File: src/hdl/drc_pkg.sv
package drc_pkg;
	localparam int ADDR_W = 32;
	localparam int DATA_W = 32;
	localparam int QDEPTH = 4;
	localparam int QPTR_W = 2;
	localparam int QCNT_W = 3;
	localparam int BUF_DEPTH = 32;
	localparam int BPTR_W = 5;
	localparam int BCNT_W = 6;
	localparam int BND_W = 11;
	localparam int PAGE_W = 10;
	localparam int RTY_W = 33;
	localparam int TMR_W = 16;
	// Read commands of the parallel bus.
	localparam logic [3:0] CMD_MEM_RD = 4'h6;
	localparam logic [3:0] CMD_MEM_RD_MULT = 4'hc;
	localparam logic [3:0] CMD_MEM_RD_LINE = 4'he;
	localparam logic [3:0] BE_ALL_N = 4'h0;
	// Prefetch boundaries in DWORDs.
	localparam logic [10:0] BOUND_ONE = 11'h001;
	localparam logic [10:0] BOUND_LINE = 11'h010;
	localparam logic [10:0] BOUND_MULT = 11'h020;
	localparam logic [7:0] CLS_ZERO = 8'h00;
	localparam logic [7:0] CLS_16 = 8'h10;
	// Defaults used when a limit input is zero.
	localparam logic [32:0] RETRY_LIMIT_DFLT = 33'h001000000;
	localparam logic [15:0] DISCARD_DFLT = 16'h8000;

	// Captured delayed read request.
	typedef struct packed {
		logic [31:0] addr;
		logic [3:0] cmd;
		logic [3:0] be_n;
		logic prefetch;
	} drc_req_s;

	// Target bus response in one clock.
	typedef struct packed {
		logic data_valid;
		logic retry;
		logic disconnect;
		logic abort;
	} drc_rsp_s;

	typedef enum logic [1:0] {
		DRC_IDLE = 2'b00,
		DRC_ISSUE = 2'b01,
		DRC_READ = 2'b10,
		DRC_DONE = 2'b11
	} drc_state_e;
endpackage : drc_pkg

File: src/hdl/drc_engine.sv
`timescale 1ns/100ps
// How it works
// - Start read only at head, writes delivered
// - Replay captured address and command exactly
// - Non-prefetch drives captured byte enables next
// - Prefetch drives all byte enables low
// - Retried read is reissued until data/error
// - No reissue after data then termination
// - Count retries against limit, flag error
// - Primary error pin only when enabled
// - Target data goes into read buffer
// - Accept a DWORD every clock, no waits
// - Deliver when complete (prefetch also early), headed, ordered
// - Memory read commands alias when matching
// - Disconnect with final buffered DWORD
// - Early initiator end discards buffered data
// - Early prefetch take switches to flow-through
// - Flow ends at initiator, 4KB, or full
// - Empty flow disconnects, timer discards data
// - Discard early when other reads wait
// - Discard timer drops unclaimed completion
// - At most four outstanding delayed reads
// - Duplicate request is not queued twice
// - Back-to-back requests handled any cycle not serving
// - Non-flow prefetch stops at aligned boundary
module drc_engine
	import drc_pkg::*;
(
	input wire logic clock_in,
	input wire logic reset_n_in,
	input wire logic init_req_valid_in,
	input wire drc_req_s init_req_in,
	input wire logic init_ready_in,
	input wire logic init_term_in,
	input wire drc_rsp_s tgt_rsp_in,
	input wire logic [31:0] tgt_data_in,
	input wire logic posted_writes_pending_in,
	input wire logic [7:0] cache_line_size_in,
	input wire logic [32:0] retry_limit_in,
	input wire logic [15:0] discard_limit_in,
	input wire logic serr_enable_in,
	output logic tgt_start_out,
	output logic [31:0] tgt_addr_out,
	output logic [3:0] tgt_cmd_out,
	output logic [3:0] tgt_be_n_out,
	output logic tgt_stop_out,
	output logic init_retry_out,
	output logic init_data_valid_out,
	output logic [31:0] init_data_out,
	output logic init_disc_out,
	output logic system_error_out,
	output logic primary_system_error_n_out
);

	////////////////////////////////////////////////////////////////////
	drc_state_e state_reg, state_next;
	drc_req_s q_mem_reg [QDEPTH];
	drc_req_s q_mem_next [QDEPTH];
	logic [QPTR_W-1:0] q_wr_reg, q_wr_next, q_rd_reg, q_rd_next;
	logic [QCNT_W-1:0] q_cnt_reg, q_cnt_next;
	logic [DATA_W-1:0] buf_reg [BUF_DEPTH];
	logic [DATA_W-1:0] buf_next [BUF_DEPTH];
	logic [BPTR_W-1:0] bw_reg, bw_next, br_reg, br_next;
	logic [BCNT_W-1:0] bc_reg, bc_next;
	logic [RTY_W-1:0] rty_reg, rty_next;
	logic [TMR_W-1:0] tmr_reg, tmr_next;
	logic [BND_W-1:0] rx_reg, rx_next, allow_reg, allow_next;
	logic [PAGE_W-1:0] page_reg, page_next;
	logic flow_reg, flow_next, serving_reg, serving_next;
	logic stalled_reg, stalled_next;
	logic start_next, stop_next, retry_next, dv_next, disc_next;
	logic [31:0] addr_next, data_next;
	logic [3:0] cmd_next, be_next;
	logic err_next, serr_n_next;
	drc_req_s head;
	logic hit_head, hit_any, push_q, drop, exhaust, b_push, b_pop;
	logic [BND_W-1:0] bound;
	logic [RTY_W-1:0] rty_lim;
	logic [TMR_W-1:0] tmr_lim;

	// Address and command compare with memory read aliasing.
	function automatic logic req_match(drc_req_s a, drc_req_s b);
		logic am;
		logic bm;
		am = (a.cmd == CMD_MEM_RD) || (a.cmd == CMD_MEM_RD_LINE) ||
			(a.cmd == CMD_MEM_RD_MULT);
		bm = (b.cmd == CMD_MEM_RD) || (b.cmd == CMD_MEM_RD_LINE) ||
			(b.cmd == CMD_MEM_RD_MULT);
		return (a.addr == b.addr) && ((a.cmd == b.cmd) || (am && bm));
	endfunction : req_match

	////////////////////////////////////////////////////////////////////
	// Head entry, limits and queue search.
	always_comb
	begin
		logic [QPTR_W-1:0] slot;
		logic cls_ok;
		slot = '0;
		head = q_mem_reg[q_rd_reg];
		rty_lim = (retry_limit_in == '0) ? RETRY_LIMIT_DFLT : retry_limit_in;
		tmr_lim = (discard_limit_in == '0) ? DISCARD_DFLT : discard_limit_in;
		cls_ok = (cache_line_size_in == CLS_ZERO) ||
			(cache_line_size_in == CLS_16);
		hit_head = init_req_valid_in && (q_cnt_reg != '0) &&
			req_match(init_req_in, head);
		hit_any = 1'b0;
		for (int i = 0; i < QDEPTH; i++)
		begin
			slot = q_rd_reg + QPTR_W'(i);
			if ((QCNT_W'(i) < q_cnt_reg) &&
				req_match(init_req_in, q_mem_reg[slot]))
				hit_any = init_req_valid_in;
		end
		// Aligned prefetch boundary for a non-flow read.
		if (!head.prefetch)
			bound = BOUND_ONE;
		else if (head.cmd == CMD_MEM_RD_MULT)
			bound = cls_ok ? BOUND_MULT : {2'h0, cache_line_size_in, 1'b0};
		else
			bound = cls_ok ? BOUND_LINE : {3'h0, cache_line_size_in};
	end

	////////////////////////////////////////////////////////////////////
	// Next state for the target read, buffer, queue and initiator side.
	always_comb
	begin
		state_next = state_reg;
		q_mem_next = q_mem_reg;
		q_wr_next = q_wr_reg;
		q_rd_next = q_rd_reg;
		buf_next = buf_reg;
		bw_next = bw_reg;
		br_next = br_reg;
		rty_next = rty_reg;
		tmr_next = tmr_reg;
		rx_next = rx_reg;
		allow_next = allow_reg;
		page_next = page_reg;
		flow_next = flow_reg;
		serving_next = serving_reg;
		stalled_next = stalled_reg;
		addr_next = tgt_addr_out;
		cmd_next = tgt_cmd_out;
		be_next = tgt_be_n_out;
		data_next = init_data_out;
		start_next = 1'b0;
		stop_next = 1'b0;
		retry_next = 1'b0;
		dv_next = 1'b0;
		disc_next = 1'b0;
		err_next = 1'b0;
		serr_n_next = 1'b1;
		push_q = 1'b0;
		drop = 1'b0;
		exhaust = 1'b0;
		b_push = 1'b0;
		b_pop = 1'b0;
		case (state_reg)
			DRC_IDLE:
			begin
				if ((q_cnt_reg != '0) && !posted_writes_pending_in)
				begin
					state_next = DRC_ISSUE;
					rty_next = '0;
					tmr_next = '0;
					flow_next = 1'b0;
					stalled_next = 1'b0;
				end
			end
			DRC_ISSUE:
			begin
				start_next = 1'b1;
				addr_next = head.addr;
				cmd_next = head.cmd;
				rx_next = '0;
				allow_next = bound - (head.addr[12:2] & (bound - 1'b1));
				page_next = head.addr[11:2];
				state_next = DRC_READ;
			end
			DRC_READ:
			begin
				// Byte enables follow the address phase by one cycle.
				be_next = head.prefetch ? BE_ALL_N : head.be_n;
				if (tgt_rsp_in.data_valid)
				begin
					b_push = 1'b1;
					rx_next = rx_reg + 1'b1;
					page_next = page_reg + 1'b1;
					if ((flow_reg && (page_next == '0)) ||
						(!flow_reg && (rx_next == allow_reg)) ||
						(bc_reg == BCNT_W'(BUF_DEPTH - 1) && !b_pop))
					begin
						stop_next = 1'b1;
						state_next = DRC_DONE;
					end
					else if (tgt_rsp_in.retry || tgt_rsp_in.disconnect)
						state_next = DRC_DONE;
				end
				else if (tgt_rsp_in.abort)
					drop = 1'b1;
				else if (tgt_rsp_in.retry || tgt_rsp_in.disconnect)
				begin
					if (rx_reg != '0)
						state_next = DRC_DONE;
					else if (rty_reg + 1'b1 >= rty_lim)
					begin
						exhaust = 1'b1;
						drop = 1'b1;
					end
					else
					begin
						rty_next = rty_reg + 1'b1;
						state_next = DRC_ISSUE;
					end
				end
			end
			DRC_DONE:
			begin
				if (!serving_reg)
					tmr_next = tmr_reg + 1'b1;
				if (!serving_reg && (tmr_reg == tmr_lim - 1'b1))
				begin
					drop = 1'b1;
					err_next = 1'b1;
					serr_n_next = !serr_enable_in;
				end
				if (stalled_reg && (q_cnt_reg > QCNT_W'(1)))
					drop = 1'b1;
			end
			default:
				state_next = DRC_IDLE;
		endcase
		// A stalled flow-through read still runs the discard timer.
		if ((state_reg == DRC_READ) && stalled_reg)
		begin
			tmr_next = tmr_reg + 1'b1;
			if ((tmr_reg == tmr_lim - 1'b1) || (q_cnt_reg > QCNT_W'(1)))
			begin
				drop = 1'b1;
				stop_next = 1'b1;
			end
		end
		if (exhaust)
		begin
			err_next = 1'b1;
			serr_n_next = !serr_enable_in;
		end
		// Initiator side: data phases of a claimed completion.
		if (serving_reg)
		begin
			if (init_term_in)
			begin
				serving_next = 1'b0;
				drop = 1'b1;
				stop_next = stop_next || (state_reg == DRC_READ);
			end
			else if (init_ready_in && (bc_reg != '0))
			begin
				b_pop = 1'b1;
				dv_next = 1'b1;
				data_next = buf_reg[br_reg];
				if ((bc_reg == BCNT_W'(1)) && !b_push)
				begin
					disc_next = 1'b1;
					serving_next = 1'b0;
					if (state_reg == DRC_DONE && !stalled_reg)
						drop = 1'b1;
					else if (state_reg == DRC_DONE)
						drop = 1'b1;
					else
					begin
						stalled_next = 1'b1;
						tmr_next = '0;
					end
				end
			end
		end
		else if (init_req_valid_in)
		begin
			if (hit_head && (bc_reg != '0) && !posted_writes_pending_in &&
				((state_reg == DRC_DONE) ||
				((state_reg == DRC_READ) && head.prefetch)))
			begin
				serving_next = 1'b1;
				stalled_next = 1'b0;
				tmr_next = '0;
				if (state_reg == DRC_READ)
					flow_next = 1'b1;
			end
			else
			begin
				retry_next = 1'b1;
				if (!hit_any && (q_cnt_reg < QCNT_W'(QDEPTH)))
				begin
					push_q = 1'b1;
					q_mem_next[q_wr_reg] = init_req_in;
					q_wr_next = q_wr_reg + 1'b1;
				end
			end
		end
		// Buffer pointers; a dropped entry empties the buffer.
		if (b_push && !drop)
		begin
			buf_next[bw_reg] = tgt_data_in;
			bw_next = bw_reg + 1'b1;
		end
		if (b_pop)
			br_next = br_reg + 1'b1;
		bc_next = bc_reg + BCNT_W'(b_push) - BCNT_W'(b_pop);
		if (drop)
		begin
			state_next = DRC_IDLE;
			q_rd_next = q_rd_reg + 1'b1;
			bw_next = '0;
			br_next = '0;
			bc_next = '0;
			flow_next = 1'b0;
			stalled_next = 1'b0;
			serving_next = 1'b0;
		end
		q_cnt_next = q_cnt_reg + QCNT_W'(push_q) - QCNT_W'(drop);
	end

	////////////////////////////////////////////////////////////////////
	// Register stage for all state and outputs.
	always_ff @(posedge clock_in or negedge reset_n_in)
	begin
		if (!reset_n_in)
		begin
			state_reg <= DRC_IDLE;
			for (int i = 0; i < QDEPTH; i++)
				q_mem_reg[i] <= '0;
			for (int i = 0; i < BUF_DEPTH; i++)
				buf_reg[i] <= '0;
			q_wr_reg <= '0;
			q_rd_reg <= '0;
			q_cnt_reg <= '0;
			bw_reg <= '0;
			br_reg <= '0;
			bc_reg <= '0;
			rty_reg <= '0;
			tmr_reg <= '0;
			rx_reg <= '0;
			allow_reg <= '0;
			page_reg <= '0;
			flow_reg <= 1'b0;
			serving_reg <= 1'b0;
			stalled_reg <= 1'b0;
			tgt_start_out <= 1'b0;
			tgt_addr_out <= '0;
			tgt_cmd_out <= '0;
			tgt_be_n_out <= '0;
			tgt_stop_out <= 1'b0;
			init_retry_out <= 1'b0;
			init_data_valid_out <= 1'b0;
			init_data_out <= '0;
			init_disc_out <= 1'b0;
			system_error_out <= 1'b0;
			primary_system_error_n_out <= 1'b1;
		end
		else
		begin
			state_reg <= state_next;
			q_mem_reg <= q_mem_next;
			buf_reg <= buf_next;
			q_wr_reg <= q_wr_next;
			q_rd_reg <= q_rd_next;
			q_cnt_reg <= q_cnt_next;
			bw_reg <= bw_next;
			br_reg <= br_next;
			bc_reg <= bc_next;
			rty_reg <= rty_next;
			tmr_reg <= tmr_next;
			rx_reg <= rx_next;
			allow_reg <= allow_next;
			page_reg <= page_next;
			flow_reg <= flow_next;
			serving_reg <= serving_next;
			stalled_reg <= stalled_next;
			tgt_start_out <= start_next;
			tgt_addr_out <= addr_next;
			tgt_cmd_out <= cmd_next;
			tgt_be_n_out <= be_next;
			tgt_stop_out <= stop_next;
			init_retry_out <= retry_next;
			init_data_valid_out <= dv_next;
			init_data_out <= data_next;
			init_disc_out <= disc_next;
			system_error_out <= err_next;
			primary_system_error_n_out <= serr_n_next;
		end
	end
endmodule : drc_engine

File: config.mk
export PLATFORM = sky130hd
export DESIGN_NAME = drc_engine
export DESIGN_NICKNAME = d
export VERILOG_FILES = /design/src/hdl/drc_pkg.sv /design/src/hdl/drc_engine.sv
export SDC_FILE = /design/constraint.sdc
export NUM_CORES = 2
export LEC_CHECK = 0
export BUFFER_PORTS_ARGS = -buffer_cell sky130_fd_sc_hd__clkbuf_2
export CAP_MARGIN = 10
export CORE_MARGIN = 2
export CORE_UTILIZATION = 30
export CTS_BUF_LIST = sky130_fd_sc_hd__clkbuf_4
export CTS_CLUSTER_DIAMETER = 50
export DETAILED_ROUTE_END_ITERATION = 7
export PLACE_DENSITY = 0.47
export SYNTH_ARGS = -nofsm -noshare
export SYNTH_HDL_FRONTEND = slang
export SYNTH_SLANG_ARGS = --single-unit
File: constraint.sdc
create_clock -name clock_in -period 10.2 [get_ports clock_in]
set_input_delay 2.04 -clock clock_in [delete_from_list [all_inputs] [get_ports clock_in]]
set_output_delay 2.04 -clock clock_in [all_outputs]
set_load 0.1 [all_outputs]
==> qor.csv <==
stage;metric;value;unit
floorplan;pin_count;220;
synth;synth_nets;4979;
setup_path;cp_slowest_stage_delay;870;ps
sta;skew;145;ps
grt;grt_pass1_vias;44400;
setup_path;cp_top_family;simple AND/OR/NAND/NOR gates;
placed_design;hpwlAfterDp;108000;um
finish;fin_area;76800;um^2
synth;syn_avg_cell_area;14.4;um^2
route;dr.pass1.iters;5;
setup_path;worst_ep_arrival_time;8230;ps
status;status;finished, final reports clean;
grt;grt_overflow_total;0;
setup_path;worst_path_most_repeated_cell;and3_1;
setup_path;cp_num_buf_inv;2;
placed_design;dpl_cell_area;71900;um^2
route;drt_iter0_drc;2186;
route;vias;41500;
synth;ys.flop_type;dfrtp_1;
finish;seqCellArea;34500;um^2
finish;final_nets;5236;
sta;fin_crit_sh;69.3;%
sta;setup_viol_count_final;0;
flow_run;maxCapViolCount;0;
sta;tightest_slew;1200;ps
cts;cts_tree;built;
cts;cts_root_buf;clkbuf_4;
grt;grt_start_max_net_pins;164;
setup_path;crit_required;11370;ps
sta;max_freq;0.142;GHz
floorplan;dieArea;232000;um^2
setup_path;worst_setup_path_start_kind;flop;
synth;netlist_area;68500;um^2
grt;antenna_found_initial;18;
finish;drive_above_1_share;48.3;%
route;routed_wl;185000;um
grt;track_usage;16.0;%
sta;rsz0062_at_grt;no;
placed_design;preCtsSetupSlack;2820;ps
cts;clk_pin_slew_worst_paths;70;ps
synth;seq_area_frac_synth;50.3;%
cts;ctsHoldBuffers;0;
sta;setup_tns;0;ps
floorplan;initial_utilization;30.1;%
route;final_antenna_net_count;0;
floorplan;die_w;482;um
setup_path;worst_path_max_delay_cell;a2111oi_0;
sta;drv_slew;0;
setup_path;critPathCaptureType;flop;
sta;period_minus_slack;7060;ps
worst_hold_path;holdCritPathClass;reg -> reg;
synth;netlist_instances;4767;
placed_design;place.port_buffers;219;
setup_path;worstSetupPathType;reg -> reg;
cts;cts_sinks;1376;
sta;slew_headroom;20.1;%
synth;synth_seq_cells;1376;
synth;synth_area_leaders;dfrtp_1 (50%), mux2_2 (19%), mux4_2 (14%), xnor2_1 (1.6%), ha_1 (1.3%);
finish;num-fill-cells;22300;
finish;area.growth.synth_to_final;12.3;%
synth;ys_types;78;
synth;ys_warn_count;0;
floorplan;core.rowCount;175;
floorplan;die_h;482;um
floorplan;core;227000;um^2
setup_path;worstPathMaxFanout;18;
synth;yosysTopAreaCell;dfrtp_1;
sta;hold_viol;0;
cts;clk_latency;1340;ps
cts;cts_resized;0;
cts;cts_setup_buffers;0;
synth;async_reset_ff_share;100;%
cts;ctsHtreeMaxLevel;5;
route;vias_per_cell;5.00;
cts;cts_buffer_depth;4;
power;peakVddDrop;0.000219;V
synth;synth_edf_count;0;
synth;yosysTopAreaCellShare;50.3;%
cts;cts_buffers;408;
power;power_density;221;nW/um^2
finish;largest_reg_flops;1024;
setup_path;crit_chain;and3_1 -> and3_1 -> nand2_1 -> nor3_1 -> and2_1 -> and3_1 -> nor2b_1 -> nand3_1 -> xnor2_1 -> ha_1 -> and4_1 -> nand3_1 -> or3_1 -> a2111oi_0 -> o2111ai_1 -> a21oi_1 -> o21ai_0 -> nand2_1 -> xor2_1 -> ha_1 -> inv_1 -> fa_1 -> inv_1;
finish;multiInputGateArea;31800;um^2
route;drc;0;
route;wl_per_cell;22.3;um
placed_design;gp_congestion;0.802;
sta;setup_slack;3140;ps
grt;grt_pass1_wl;283000;um
power;p_leak;35.5;nW
==> worst paths after layout <==
| path | from | to | slack, ps | depth (start not counted) |
|---|---|---|---|---|
| setup / recovery | rty_reg[2] | q_cnt_reg[1] | 3140 | 23 |
| hold / removal | buf_reg[794] | buf_reg[794] | 480 | 1 |
| setup reg to reg | rty_reg[2] | q_cnt_reg[1] | 3140 | 23 |
| hold reg to reg | buf_reg[794] | buf_reg[794] | 480 | 1 |
| max in group asynchronous | reset_n_in | buf_reg[213] | 7300 | 3 |
| min in group asynchronous | reset_n_in | q_mem_reg[140] | 620 | 1 |
==> through the flow <==
step	total power [mW]	hold slack, ps	utilization, %	cells
final	17.0	478	33.8	8309
after CTS	17.3	484	33.8	8297
after detailed placement	12.0	470	31.7	7623
after floorplan	10.6	453	-	4767
after global routing	18.1	501	33.8	8306
after global placement	11.9	464	31.7	7623
==> Yosys cell counts, drive strengths merged, types with 16 or more instances <==
master,instances
dfrtp,1375
mux2,1235
mux4,420
clkbuf,229
buf,197
nand2,152
nor2,125
xnor2,124
o21ai,105
a21oi,98
xor2,82
inv,79
ha,69
mux2i,64
nand3,56
and3,43
nand4,41
nor3,33
nor4,32
a21o,20
nand2b,18
a31oi,16
nor2b,16
==> cell type report <==
class | count | share of cell area (%)
Sequential cell | 1376 | 44.8
Multi-Input combinational cell | 2885 | 41.4
Clock buffer | 603 | 5.89
Tap cell | 3009 | 4.90
Timing Repair Buffer | 273 | 2.12
Clock inverter | 71 | 0.466
Inverter | 80 | 0.391
Antenna cell | 12 | 0.0391
==> layer usage <==
layer / vias up / GRT usage [%] / part of all wire, %
met2: 909 / 25.7 / 48
met4: 20 / 5.60 / 2.8
met5: - / 0 / 0.062
li1: 18300 / - / -
met3: 355 / 3.81 / 4.9
met1: 21900 / 21.1 / 45
==> logic make-up (layout without fill, tap and decap cells) <==
kind of cell	after synthesis	count (layout)	synth area share, %
other	0	12	0
buffers and inverters	506	1027	3.50
DFF	1376	1376	50.3
adders and majority gates	71	71	1.32
xor gates and xnor gates	206	206	2.64
and+or+nand+nor	565	565	4.31
muxes	1719	1719	35.1
AOI/OAI and AO/OA	324	324	2.87
==> worst reg2reg max path, delay by kind of cell (launching register included) <==
kind / cells / cell delay [ps]
fa+ha+maj: 3 / 940
simple gates: 12 / 3460
xor+xnor: 2 / 420
flops: 1 / 420
compound gates: 4 / 1570
buf+inv: 2 / 90
==> layout by cell type (no fill, tap or decap), types with 63 or more instances in the layout <==
master | synthesis | final
mux2i_1 | 64 | 64
o21ai_0 | 104 | 104
clkbuf_4 | 0 | 603
xor2_1 | 82 | 82
clkbuf_2 | 12 | 218
nor2_1 | 125 | 125
mux2_2 | 1182 | 1182
nand2_1 | 152 | 148
a21oi_1 | 98 | 98
inv_1 | 79 | 79
xnor2_1 | 124 | 124
clkinv_1 | 1 | 63
dfrtp_1 | 1375 | 1368
mux4_2 | 420 | 420
ha_1 | 69 | 67
==> power by group <==
part           leakage (nW)  switching, mW  internal (mW)
logic                  13.9           2.82           2.24
registers              18.7          0.577           6.21
clock network          2.93           2.41           2.73
Note: power is estimated with default switching activity, not from simulation.
